--- config.mk ---
export PLATFORM = sky130hd
export DESIGN_NAME = acp_adc_config
export DESIGN_NICKNAME = d
export VERILOG_FILES = /design/src/shared/acp_pkg.sv /design/src/hw/acp_clk_divider.sv /design/src/hw/acp_pin_gate.sv /design/src/hw/acp_adc_config.sv
export SDC_FILE = /design/constraint.sdc
export NUM_CORES = 1
export LEC_CHECK = 0
export ABC_AREA = 1
export ABC_CLOCK_PERIOD_IN_PS = 1500
export BUFFER_PORTS_ARGS = -buffer_cell sky130_fd_sc_hd__buf_4
export CAP_MARGIN = 25
export CORE_ASPECT_RATIO = 1.75
export CORE_MARGIN = 10
export CORE_UTILIZATION = 48
export DETAILED_ROUTE_END_ITERATION = 7
export GPL_TIMING_DRIVEN = 1
export PLACE_DENSITY = 0.79
export SYNTH_ARGS = -nofsm -noshare
export SYNTH_HDL_FRONTEND = slang
export SYNTH_SLANG_ARGS = --single-unit
--- constraint.sdc ---
create_clock -name clk -period 1.5 [get_ports clk]
set_input_delay 0.075 -clock clk [delete_from_list [all_inputs] [get_ports clk]]
set_output_delay 0.075 -clock clk [all_outputs]
set_load 0.03 [all_outputs]
--- src/shared/acp_pkg.sv ---
package acp_pkg;
  localparam int ACP_ADDR_W = 4;
  localparam int ACP_DATA_W = 8;
  localparam int ACP_NUM_PINS = 16;

  // register map
  localparam logic [3:0] ACP_OFS_CONFIG = 4'h0;
  localparam logic [3:0] ACP_OFS_PIN_LOW = 4'h1;
  localparam logic [3:0] ACP_OFS_PIN_MID = 4'h2;
  localparam logic [3:0] ACP_OFS_STATUS = 4'h3;

  // configuration field positions
  localparam int ACP_BIT_LOW_POWER = 7;
  localparam int ACP_POS_DIVIDE = 5;
  localparam int ACP_BIT_LONG_SAMPLE = 4;
  localparam int ACP_POS_MODE = 2;
  localparam int ACP_POS_CLKSEL = 0;

  // reset values
  localparam logic [7:0] ACP_RST_CONFIG = 8'h00;
  localparam logic [7:0] ACP_RST_PIN = 8'h00;

  // read value of an unmapped offset
  localparam logic [7:0] ACP_UNMAPPED_READ = 8'h00;

  typedef enum logic [1:0] {
    ACP_DIV_1 = 2'b00,
    ACP_DIV_2 = 2'b01,
    ACP_DIV_4 = 2'b10,
    ACP_DIV_8 = 2'b11
  } acp_divide_t;

  typedef enum logic [1:0] {
    ACP_MODE_8BIT = 2'b00,
    ACP_MODE_RSV1 = 2'b01,
    ACP_MODE_10BIT = 2'b10,
    ACP_MODE_RSV3 = 2'b11
  } acp_mode_t;

  typedef enum logic [1:0] {
    ACP_CLK_BUS = 2'b00,
    ACP_CLK_BUS_HALF = 2'b01,
    ACP_CLK_ALT = 2'b10,
    ACP_CLK_ASYNC = 2'b11
  } acp_clksel_t;

  typedef struct packed {
    logic low_power_select;
    acp_divide_t clock_divide_select;
    logic long_sample_select;
    acp_mode_t mode_select;
    acp_clksel_t input_clock_select;
  } acp_config_t;

  typedef struct packed {
    logic [ACP_ADDR_W-1:0] addr;
    logic [ACP_DATA_W-1:0] wdata;
    logic wr;
    logic rd;
  } acp_bus_req_t;

  typedef struct packed {
    logic output_hiz;
    logic input_disable;
    logic pullup_disable;
  } acp_pin_ctl_t;
endpackage

--- src/hw/acp_clk_divider.sv ---
`timescale 1ns/10ps
module acp_clk_divider (
  input wire logic clk,
  input wire logic sys_rst,
  input wire logic src_tick,
  input wire acp_pkg::acp_divide_t divide,
  output logic div_tick
);
  import acp_pkg::*;

  logic [2:0] count;
  logic [2:0] next_count;
  logic next_div_tick;
  logic [2:0] limit;

  always_comb begin
    limit = 3'h0;
    unique case (divide)
      ACP_DIV_1: limit = 3'h0;
      ACP_DIV_2: limit = 3'h1;
      ACP_DIV_4: limit = 3'h3;
      ACP_DIV_8: limit = 3'h7;
    endcase
    next_count = count;
    next_div_tick = 1'b0;
    if (src_tick) begin
      if (count >= limit) begin
        // >= so a shrinking divide never strands the counter above its limit
        next_count = 3'h0;
        next_div_tick = 1'b1;
      end else begin
        next_count = count + 3'h1;
      end
    end
  end

  always_ff @(posedge clk) begin
    if (sys_rst) begin
      count <= 3'h0;
      div_tick <= 1'b0;
    end else begin
      count <= next_count;
      div_tick <= next_div_tick;
    end
  end
endmodule

--- src/hw/acp_pin_gate.sv ---
`timescale 1ns/10ps
module acp_pin_gate (
  input wire logic clk,
  input wire logic sys_rst,
  input wire logic disable_bit,
  input wire logic port_in,
  output acp_pkg::acp_pin_ctl_t ctl,
  output logic port_read
);
  import acp_pkg::*;

  acp_pin_ctl_t next_ctl;
  logic next_port_read;

  always_comb begin
    next_ctl.output_hiz = disable_bit;
    next_ctl.input_disable = disable_bit;
    next_ctl.pullup_disable = disable_bit;
    next_port_read = disable_bit ? 1'b0 : port_in;
  end

  always_ff @(posedge clk) begin
    if (sys_rst) begin
      ctl <= '0;
      port_read <= 1'b0;
    end else begin
      ctl <= next_ctl;
      port_read <= next_port_read;
    end
  end
endmodule

--- src/hw/acp_adc_config.sv ---
// Added by the designer: strobed register access and the address map.
`timescale 1ns/10ps
// Overview of operation
// - config bit 7: 0 high speed, 1 low power operating point
// - config bits 6:5 divide the converter clock by 1, 2, 4 or 8
// - config bit 4: 0 short sample time, 1 long sample time
// - config bits 3:2: 00 8-bit, 10 10-bit; 01 and 11 reserved
// - config bits 1:0 pick bus, bus/2, alternate or internal async clock
// - first pin register bit n controls channel n pin, channels 0 to 7
// - second pin register bit 0 is channel 8, bit 7 channel 15
// - pin bit 0 keeps port control, 1 removes port control
// - disabled pin: output high impedance, input reads zero, pullup off
// - clock source is the bus clock after reset
// - changing the resolution invalidates any held result
module acp_adc_config #(
  parameter int NUM_PINS = acp_pkg::ACP_NUM_PINS
) (
  input wire logic clk,
  input wire logic sys_rst,
  input wire logic [acp_pkg::ACP_ADDR_W-1:0] reg_addr,
  input wire logic [acp_pkg::ACP_DATA_W-1:0] reg_wdata,
  input wire logic reg_wr,
  input wire logic reg_rd,
  input wire logic alternate_clock_source,
  input wire logic converter_async_clock,
  input wire logic result_written,
  input wire logic [NUM_PINS-1:0] port_in,
  output logic [acp_pkg::ACP_DATA_W-1:0] reg_rdata,
  output acp_pkg::acp_config_t cfg,
  output logic converter_clock,
  output logic result_invalid,
  output logic mode_reserved,
  output acp_pkg::acp_pin_ctl_t [NUM_PINS-1:0] pin_ctl,
  output logic [NUM_PINS-1:0] port_read
);
  import acp_pkg::*;

  // the pin map is exactly two 8-bit registers; any other width cannot be served
  if (NUM_PINS != 2 * ACP_DATA_W) begin : g_pins_check
    $error("NUM_PINS must equal two pin registers of data width");
  end

  acp_bus_req_t req;
  assign req = '{addr: reg_addr, wdata: reg_wdata, wr: reg_wr, rd: reg_rd};

  // register state
  acp_config_t next_cfg;
  logic [ACP_DATA_W-1:0] pin_low;
  logic [ACP_DATA_W-1:0] next_pin_low;
  logic [ACP_DATA_W-1:0] pin_mid;
  logic [ACP_DATA_W-1:0] next_pin_mid;
  logic next_result_invalid;
  logic [ACP_DATA_W-1:0] next_reg_rdata;
  logic next_mode_reserved;

  always_comb begin
    next_cfg = cfg;
    next_pin_low = pin_low;
    next_pin_mid = pin_mid;
    next_result_invalid = result_invalid;
    if (req.wr) begin
      unique case (req.addr)
        ACP_OFS_CONFIG: begin
          next_cfg.low_power_select = req.wdata[ACP_BIT_LOW_POWER];
          next_cfg.clock_divide_select = acp_divide_t'(req.wdata[ACP_POS_DIVIDE +: 2]);
          next_cfg.long_sample_select = req.wdata[ACP_BIT_LONG_SAMPLE];
          next_cfg.mode_select = acp_mode_t'(req.wdata[ACP_POS_MODE +: 2]);
          next_cfg.input_clock_select = acp_clksel_t'(req.wdata[ACP_POS_CLKSEL +: 2]);
        end
        ACP_OFS_PIN_LOW: next_pin_low = req.wdata;
        ACP_OFS_PIN_MID: next_pin_mid = req.wdata;
        default: ;
      endcase
    end
    // a fresh result clears the flag; a mode change in the same cycle wins
    if (result_written) begin
      next_result_invalid = 1'b0;
    end
    if (next_cfg.mode_select != cfg.mode_select) begin
      next_result_invalid = 1'b1;
    end
    // software is told not to use these codes; flag them rather than remap
    next_mode_reserved = (next_cfg.mode_select == ACP_MODE_RSV1) ||
                         (next_cfg.mode_select == ACP_MODE_RSV3);
  end

  always_comb begin
    next_reg_rdata = ACP_UNMAPPED_READ;
    if (req.rd) begin
      unique case (req.addr)
        ACP_OFS_CONFIG: next_reg_rdata = cfg;
        ACP_OFS_PIN_LOW: next_reg_rdata = pin_low;
        ACP_OFS_PIN_MID: next_reg_rdata = pin_mid;
        ACP_OFS_STATUS: next_reg_rdata = {6'h00, mode_reserved, result_invalid};
        default: next_reg_rdata = ACP_UNMAPPED_READ;
      endcase
    end
  end

  always_ff @(posedge clk) begin
    if (sys_rst) begin
      cfg <= ACP_RST_CONFIG;
      pin_low <= ACP_RST_PIN;
      pin_mid <= ACP_RST_PIN;
      result_invalid <= 1'b0;
      mode_reserved <= 1'b0;
      reg_rdata <= ACP_UNMAPPED_READ;
    end else begin
      cfg <= next_cfg;
      pin_low <= next_pin_low;
      pin_mid <= next_pin_mid;
      result_invalid <= next_result_invalid;
      mode_reserved <= next_mode_reserved;
      reg_rdata <= next_reg_rdata;
    end
  end

  // clock source selection, expressed as enable ticks on clk
  logic bus_half;
  logic next_bus_half;
  logic alt_q;
  logic alt_q2;
  logic async_q;
  logic async_q2;
  logic src_tick;
  logic next_src_tick;
  logic div_tick;
  logic next_converter_clock;

  always_comb begin
    next_bus_half = ~bus_half;
    next_src_tick = 1'b0;
    unique case (cfg.input_clock_select)
      ACP_CLK_BUS: next_src_tick = 1'b1;
      ACP_CLK_BUS_HALF: next_src_tick = bus_half;
      // edges of slow outside clocks are caught after a two-stage sync
      ACP_CLK_ALT: next_src_tick = alt_q2 & ~alt_q;
      ACP_CLK_ASYNC: next_src_tick = async_q2 & ~async_q;
    endcase
  end

  logic alt_q3;
  logic async_q3;
  always_ff @(posedge clk) begin
    if (sys_rst) begin
      bus_half <= 1'b0;
      alt_q <= 1'b0;
      alt_q2 <= 1'b0;
      alt_q3 <= 1'b0;
      async_q <= 1'b0;
      async_q2 <= 1'b0;
      async_q3 <= 1'b0;
      src_tick <= 1'b0;
    end else begin
      bus_half <= next_bus_half;
      alt_q3 <= alternate_clock_source;
      alt_q2 <= alt_q3;
      alt_q <= alt_q2;
      async_q3 <= converter_async_clock;
      async_q2 <= async_q3;
      async_q <= async_q2;
      src_tick <= next_src_tick;
    end
  end

  acp_clk_divider u_div (
    .clk(clk),
    .sys_rst(sys_rst),
    .src_tick(src_tick),
    .divide(cfg.clock_divide_select),
    .div_tick(div_tick)
  );

  // converter clock is the divided enable; one clk wide pulse per period
  always_comb begin
    next_converter_clock = div_tick;
  end

  always_ff @(posedge clk) begin
    if (sys_rst) begin
      converter_clock <= 1'b0;
    end else begin
      converter_clock <= next_converter_clock;
    end
  end

  logic [NUM_PINS-1:0] pin_bits;
  assign pin_bits = {pin_mid, pin_low};

  genvar g;
  generate
    for (g = 0; g < NUM_PINS; g++) begin : g_pin
      acp_pin_gate u_gate (
        .clk(clk),
        .sys_rst(sys_rst),
        .disable_bit(pin_bits[g]),
        .port_in(port_in[g]),
        .ctl(pin_ctl[g]),
        .port_read(port_read[g])
      );
    end
  endgenerate
endmodule

# Word-level counts from Yosys, hierarchy flattened
# Index checks and enable logic that the tools add are counted.
classes:
  addsub: 1
  n_lt_le_gt_ge: 1
  eq_ne: 12
  mux: 9
  n_bitwise: 7
  reduce_logical: 26
ops:
  columns: ["cell", "n"]
  rows:
  - ["OR reduction 2 bit", 18]
  - ["case mux 8 bit (4 select lines)", 1]
  - ["case mux 3 bit (4 select lines)", 1]
  - ["== test 2 bit, second input constant", 5]
  - ["== test 4 x 2 -> 1 bit, second input constant", 2]
  - ["2-to-1 mux 4 bit", 2]
  - ["== test 2 x 1 -> 1 bit, second input constant", 3]
  - ["AND reduction 2 bit", 3]
  - ["NOT 1 bit", 5]
  - ["== test 4 x 1 -> 1 bit, second input constant", 1]
  - ["logical NOT 2 bit", 2]
  - ["logical NOT 4 bit", 1]
  - ["case mux 1 bit (4 select lines)", 1]
  - ["adder 3 x 1 -> 3 bit, second input constant", 1]
  - ["greater-or-equal comparator 3 bit", 1]
  - ["2-to-1 mux 1 bit", 3]
  - ["2-to-1 mux 3 bit", 1]
  - ["AND 1 bit", 2]
  - ["inequality test 2 bit", 1]
  - ["nonzero test 2 bit", 1]
  - ["logical OR 1 bit", 1]
word_totals:
  register_bits: 79
  output_inout_bits: 83
  elab_cells: 109

# Longest topological paths before layout
logic_depth:
  word_depth: 5
  depth_mapped: 8

# Cells and area by module
# From an unflattened synthesis, not the netlist that was laid out.
hier_totals:
  cells_unflattened: 384
  area_unflattened_um2: 3259.4
modules_own_cells:
  columns: ["mod", "n_inst", "cells_each", "area_per_inst_um2", "seq_area_each_um2"]
  rows:
  - ["acp_adc_config", 1, 210, 1798.0, 840.8]
  - ["acp_pin_gate", 16, 9, 76.3, 40.0]
  - ["acp_clk_divider", 1, 30, 240.2, 80.1]

# Least setup slack after synthesis
# No wires, ideal clock.
synth_path:
  kind: "register to register"
  from: "register cfg[6] (netlist name)"
  to: "register u_div.count[0]"
  setup_time_ns: 0.116
  arrival_ns: 1.344
  required_time_ns: 1.384
  slack_ns: 0.040
  path_stages_with_launch: 8
  cell_sequence: "dfxtp_1 -> inv_1 -> ha_1 -> nand2_1 -> o211ai_1 -> nand2_1 -> nand2_1 -> nor2_1"
synth_via:
  elab_chain_len: 4
  word_cells_on_any_way: 7
  cone_classes: "1 x order compare; 3 x eq/ne; 2 x mux; 1 x reduce/logical"
synth_rtl:
  columns: ["element", "line_no", "text"]
  rows:
  - ["start: declaration", "acp_adc_config.sv:29", "output acp_pkg::acp_config_t cfg,"]
  - ["start signal: assignment", "acp_adc_config.sv:109", "cfg <= next_cfg;"]
  - ["== test 2 bit (tied with other cells)", "acp_clk_divider.sv:18", "unique case (divide)"]
  - ["case mux 3 bit (4 select lines) *", "acp_clk_divider.sv:18", null]
  - ["greater-or-equal comparator 3 bit *", "acp_clk_divider.sv:27", "if (count >= limit) begin"]
  - ["2-to-1 mux 3 bit *", "acp_clk_divider.sv:27", null]
  - ["end signal: assignment", "acp_clk_divider.sv:42", "count <= next_count;"]
  - ["end: declaration", "acp_clk_divider.sv:11", "logic [2:0] count;"]
# Every way passes the cells marked *; elsewhere a longest branch is shown, timed or not.
# A chain may end at the register's enable or synchronous reset.

# Final worst setup path
layout_path:
  from: "register cfg[6] (netlist name)"
  to: "register u_div.count[2]"
# The elaborated chain is that of the path after synthesis.

==> impl_results.html <==
<table>
<tr><th>Metric</th><th>Value</th></tr>
<tr><th colspan="2">Power and ir drop</th></tr>
<tr><td>Fraction of power consumed by sequential logic</td><td>0.513</td></tr>
<tr><td>Clock network fraction of design power</td><td>0.378</td></tr>
<tr><td>Net switching power</td><td>1.03 mW</td></tr>
<tr><td>Total power</td><td>4.21 mW</td></tr>
<tr><td>Worst voltage drop across the vdd grid</td><td>0.750 mV</td></tr>
<tr><td>Internal power</td><td>3.18 mW</td></tr>
<tr><td>Fraction of power consumed by combinational cells</td><td>0.109</td></tr>
<tr><td>Fraction of power spent switching nets</td><td>0.244</td></tr>
<tr><td>Power per Cell Area</td><td>1040 nW/um2</td></tr>
<tr><td>Leakage power</td><td>1.96 nW</td></tr>
<tr><th colspan="2">Detailed routing</th></tr>
<tr><td>Number of design-rule violations left by the first detailed-router iteration</td><td>177</td></tr>
<tr><td>Average wire per cell in the routed design</td><td>14.8 um</td></tr>
<tr><td>Total DRC errors in the routed layout</td><td>0</td></tr>
<tr><td>Wire length reported by the detailed router</td><td>7.95 mm</td></tr>
<tr><td>Routed via count</td><td>2,544</td></tr>
<tr><td>Antenna-violating nets left</td><td>0</td></tr>
<tr><td>Drt first pass iters</td><td>4</td></tr>
<tr><td>Vias/cell</td><td>4.72</td></tr>
<tr><th colspan="2">Worst setup path</th></tr>
<tr><td>Sum of buffers and inverters on the critical path</td><td>1</td></tr>
<tr><td>Crit end category</td><td>register</td></tr>
<tr><td>Startpoint Class</td><td>register</td></tr>
<tr><td>Largest stage delay, worst path</td><td>0.35 ns</td></tr>
<tr><td>Most frequent CP cell</td><td>sky130_fd_sc_hd__nand2_1</td></tr>
<tr><td>Highest fanout seen on the critical path</td><td>4</td></tr>
<tr><td>Required time reported for the critical path endpoint</td><td>1.74 ns</td></tr>
<tr><td>Critical-path cell with the highest stage delay</td><td>sky130_fd_sc_hd__dfxtp_1</td></tr>
<tr><td>Crit path max-delay family</td><td>flip-flops</td></tr>
<tr><td>Flop2flop setup slack</td><td>0.18 ns</td></tr>
<tr><td>Cell-by-cell trace of the critical path</td><td>inv_1, ha_1, nand2_1, o211ai_1, nand2_1, nand2_1, nor2_1</td></tr>
<tr><td>Arrival time reported for the critical path endpoint</td><td>1.56 ns</td></tr>
<tr><td>Setup Crit Path Kind</td><td>reg2reg</td></tr>
<tr><th colspan="2">Logic synthesis</th></tr>
<tr><td>Sequential fraction of the synthesis area</td><td>0.511</td></tr>
<tr><td>Post-Syn Area</td><td>3050 um2</td></tr>
<tr><td>Nets in the synthesized netlist</td><td>401</td></tr>
<tr><td>Post-synth ARST share</td><td>0</td></tr>
<tr><td>Number of enable flip-flop cells after synthesis</td><td>0</td></tr>
<tr><td>Ys flop type</td><td>sky130_fd_sc_hd__dfxtp_1</td></tr>
<tr><td>Synthesis-stage register bit count</td><td>78</td></tr>
<tr><td>Biggest area contributors in the synthesized netlist</td><td>sky130_fd_sc_hd__dfxtp_1 51%, sky130_fd_sc_hd__buf_4 12%, sky130_fd_sc_hd__nor2_1 7.4%</td></tr>
<tr><td>Warnings, synthesis</td><td>0</td></tr>
<tr><td>Cell type with the largest total area after synthesis</td><td>sky130_fd_sc_hd__dfxtp_1</td></tr>
<tr><td>Count of mapped cells out of synthesis</td><td>362</td></tr>
<tr><td>Post-synthesis cell type count</td><td>25</td></tr>
<tr><td>Mean cell area of the mapped netlist</td><td>8.43 um2</td></tr>
<tr><td>Fraction of post-synthesis cell area in the top cell type by area</td><td>0.511</td></tr>
<tr><th colspan="2">STA</th></tr>
<tr><td>Final worst path period share</td><td>0.878</td></tr>
<tr><td>Post-route worst setup slack</td><td>0.183 ns</td></tr>
<tr><td>Setup skew after layout</td><td>0.00415 ns</td></tr>
<tr><td>Time the worst path needs with I/O delays and setup</td><td>1.32 ns</td></tr>
<tr><td>Pins over their slew limit</td><td>0</td></tr>
<tr><td>Final setup TNS</td><td>0 ns</td></tr>
<tr><td>Worst Max-Slew Pin Slew</td><td>0.378 ns</td></tr>
<tr><td>Number of endpoints failing setup at the final stage</td><td>0</td></tr>
<tr><td>RSZ-0062 raised after global routing</td><td>no</td></tr>
<tr><td>Endpoints failing hold</td><td>0</td></tr>
<tr><td>Final worst hold slack</td><td>0.0282 ns</td></tr>
<tr><td>Highest Clock Rate</td><td>759 MHz</td></tr>
<tr><td>Max transition margin</td><td>0.748</td></tr>
<tr><th colspan="2">Global routing</th></tr>
<tr><td>Initial antenna violation count</td><td>0</td></tr>
<tr><td>Residual overflow from global routing</td><td>0</td></tr>
<tr><td>Pin count of the biggest net entering global routing</td><td>41</td></tr>
<tr><td>Overall routing resource usage</td><td>0.153</td></tr>
<tr><td>First-pass GRT wire length</td><td>12.0 mm</td></tr>
<tr><td>Vias in the first global route</td><td>2,489</td></tr>
<tr><th colspan="2">Cells and area</th></tr>
<tr><td>Final layout net count</td><td>493</td></tr>
<tr><td>Layout overhead on the synthesized area</td><td>32.1%</td></tr>
<tr><td>Layout cells sized above 1</td><td>0.314</td></tr>
<tr><td>Non-filler cells, final</td><td>539</td></tr>
<tr><td>Most common cell after layout, fill and taps aside</td><td>sky130_fd_sc_hd__buf_4</td></tr>
<tr><td>Final non-filler cell area</td><td>4030 um2</td></tr>
<tr><td>Final Core Density</td><td>0.652</td></tr>
<tr><td>Diode insertion count for antenna repair</td><td>0</td></tr>
<tr><td>Commonest cells after routing, fill and taps aside</td><td>121 x sky130_fd_sc_hd__buf_4, 78 x sky130_fd_sc_hd__dfxtp_1, 60 x sky130_fd_sc_hd__nor2_1, 46 x sky130_fd_sc_hd__inv_1, 31 x sky130_fd_sc_hd__o21ai_0</td></tr>
<tr><th colspan="2">Place</th></tr>
<tr><td>Dpl hpwl</td><td>6.03 mm</td></tr>
<tr><td>Number of placed cells counting well taps</td><td>504</td></tr>
<tr><td>Placement-stage cell area</td><td>3630 um2</td></tr>
<tr><td>Last weighted congestion value of the routability-driven placer</td><td>0.851</td></tr>
<tr><td>Place WS</td><td>0.211 ns</td></tr>
<tr><td>Count of input and output buffers</td><td>117</td></tr>
<tr><th colspan="2">Die</th></tr>
<tr><td>Number of primary I/O pins</td><td>118</td></tr>
<tr><td>Overall die area</td><td>10,100 um2</td></tr>
<tr><td>Die outline width</td><td>80.3 um</td></tr>
<tr><td>Initial Utilization</td><td>0.494</td></tr>
<tr><td>Core footprint</td><td>6180 um2</td></tr>
<tr><td>Die span in y</td><td>126 um</td></tr>
<tr><td>Std-Cell Rows</td><td>38</td></tr>
<tr><th colspan="2">Clock network</th></tr>
<tr><td>Clock transition at the registers of the reported paths</td><td>0.08 ns</td></tr>
<tr><td>Number of H-tree levels</td><td>3</td></tr>
<tr><td>Number of buffers on the longest clock path</td><td>2</td></tr>
<tr><td>CTS tree</td><td>yes</td></tr>
<tr><td>Number of clock buffers inserted by TritonCTS</td><td>9</td></tr>
<tr><td>Clock root cell</td><td>sky130_fd_sc_hd__clkbuf_8</td></tr>
<tr><td>Clock latency reported for the late side of the worst-skew pair</td><td>0.35 ns</td></tr>
<tr><td>Clk sink count</td><td>78</td></tr>
<tr><td>Gates resized, CTS repair</td><td>0</td></tr>
<tr><th colspan="2">Run</th></tr>
<tr><td>MaxCap Viol Count</td><td>0</td></tr>
<tr><th colspan="2">Min path</th></tr>
<tr><td>Worst hold path type</td><td>in2reg</td></tr>
<tr><th colspan="2">Outcome</th></tr>
<tr><td>Run status</td><td>finished clean</td></tr>
</table>
## Yosys cell counts, types with 2 or more instances
master                      n
sky130_fd_sc_hd__inv_1     46
sky130_fd_sc_hd__clkbuf_1   7
sky130_fd_sc_hd__ha_1       4
sky130_fd_sc_hd__a211oi_2   2
sky130_fd_sc_hd__nor3_1     2
sky130_fd_sc_hd__o21ai_0   31
sky130_fd_sc_hd__o22ai_1    7
sky130_fd_sc_hd__nand4_1    2
sky130_fd_sc_hd__nand2_1   28
sky130_fd_sc_hd__buf_6      3
sky130_fd_sc_hd__dfxtp_1   78
sky130_fd_sc_hd__a21oi_1   23
sky130_fd_sc_hd__nor2_1    60
sky130_fd_sc_hd__nand3_1   10
sky130_fd_sc_hd__buf_4     49
## final timing paths
check	from	end	cells after the start
worst min-delay path	reg_rd	reg_rdata[1]	3
worst max register to register	cfg[6]	u_div.count[2]	7
worst max-delay path	cfg[6]	u_div.count[2]	7
worst min register to register	alt_q3	alt_q2	2
## final cells by class
cell class | instances | area, um2
tap | 80 | 100
timing repair buffer | 140 | 1100
sequential | 78 | 1560
fill | 545 | 2150
multi-input combinational | 178 | 885
clock buffer | 11 | 151
inverter | 47 | 179
clock inverter | 5 | 57.6
## per-layer routing
metal | GRT usage | part of all wire | vias up
met5 | 0 | 0 | -
met4 | 0.0813 | 0.035 | 0
met3 | 0.0717 | 0.077 | 19
met2 | 0.276 | 0.54 | 89
met1 | 0.133 | 0.35 | 1162
li1 | - | - | 1274
## state kept, by name (all words and copies together) (netlist names), 3 cells and up
name                    flops
reg_rdata                   8
g_pin.u_gate.port_read     16
cfg                         8
g_pin.u_gate.ctl           16
u_div.count                 3
pin_low                     8
pin_mid                     8
## worst register-to-register path, cell delays in order (launching register included)
cell and delay, ns:
sky130_fd_sc_hd__dfxtp_1 0.35, sky130_fd_sc_hd__inv_1 0.09, sky130_fd_sc_hd__ha_1 0.29, sky130_fd_sc_hd__nand2_1 0.05, sky130_fd_sc_hd__o211ai_1 0.20, sky130_fd_sc_hd__nand2_1 0.08
sky130_fd_sc_hd__nand2_1 0.10, sky130_fd_sc_hd__nor2_1 0.05
## logic make-up (layout without fill, tap and decap cells)
family | after synthesis | count (layout) | share of synthesized area
buffers and inverters | 106 | 203 | 0.199
flip-flops | 78 | 78 | 0.511
AND/OR/NAND/NOR | 106 | 106 | 0.148
multiplexers | 1 | 1 | 0.00328
adder cells (fa/ha/maj) | 4 | 4 | 0.0164
AO/OA/AOI/OAI | 65 | 65 | 0.116
XOR/XNOR | 2 | 2 | 0.00574
## power by group through the flow
stage               clock (mW)  combinational, mW  sequential (mW)
global placement             0              0.413             2.21
floorplan                    0              0.253             2.23
detailed placement           0              0.421             2.21
global route              1.71              0.496             2.17
finish                    1.59              0.460             2.16
CTS                       1.62              0.463             2.16
## timing repair
| item | 4_1_cts | 5_1_grt |
|---|---|---|
| hold buffers | 19 | 0 |
| endpoints found under the hold margin | 19 | 0 |
| setup buffers | 0 | 0 |
Power figures use the tool's default switching activity.
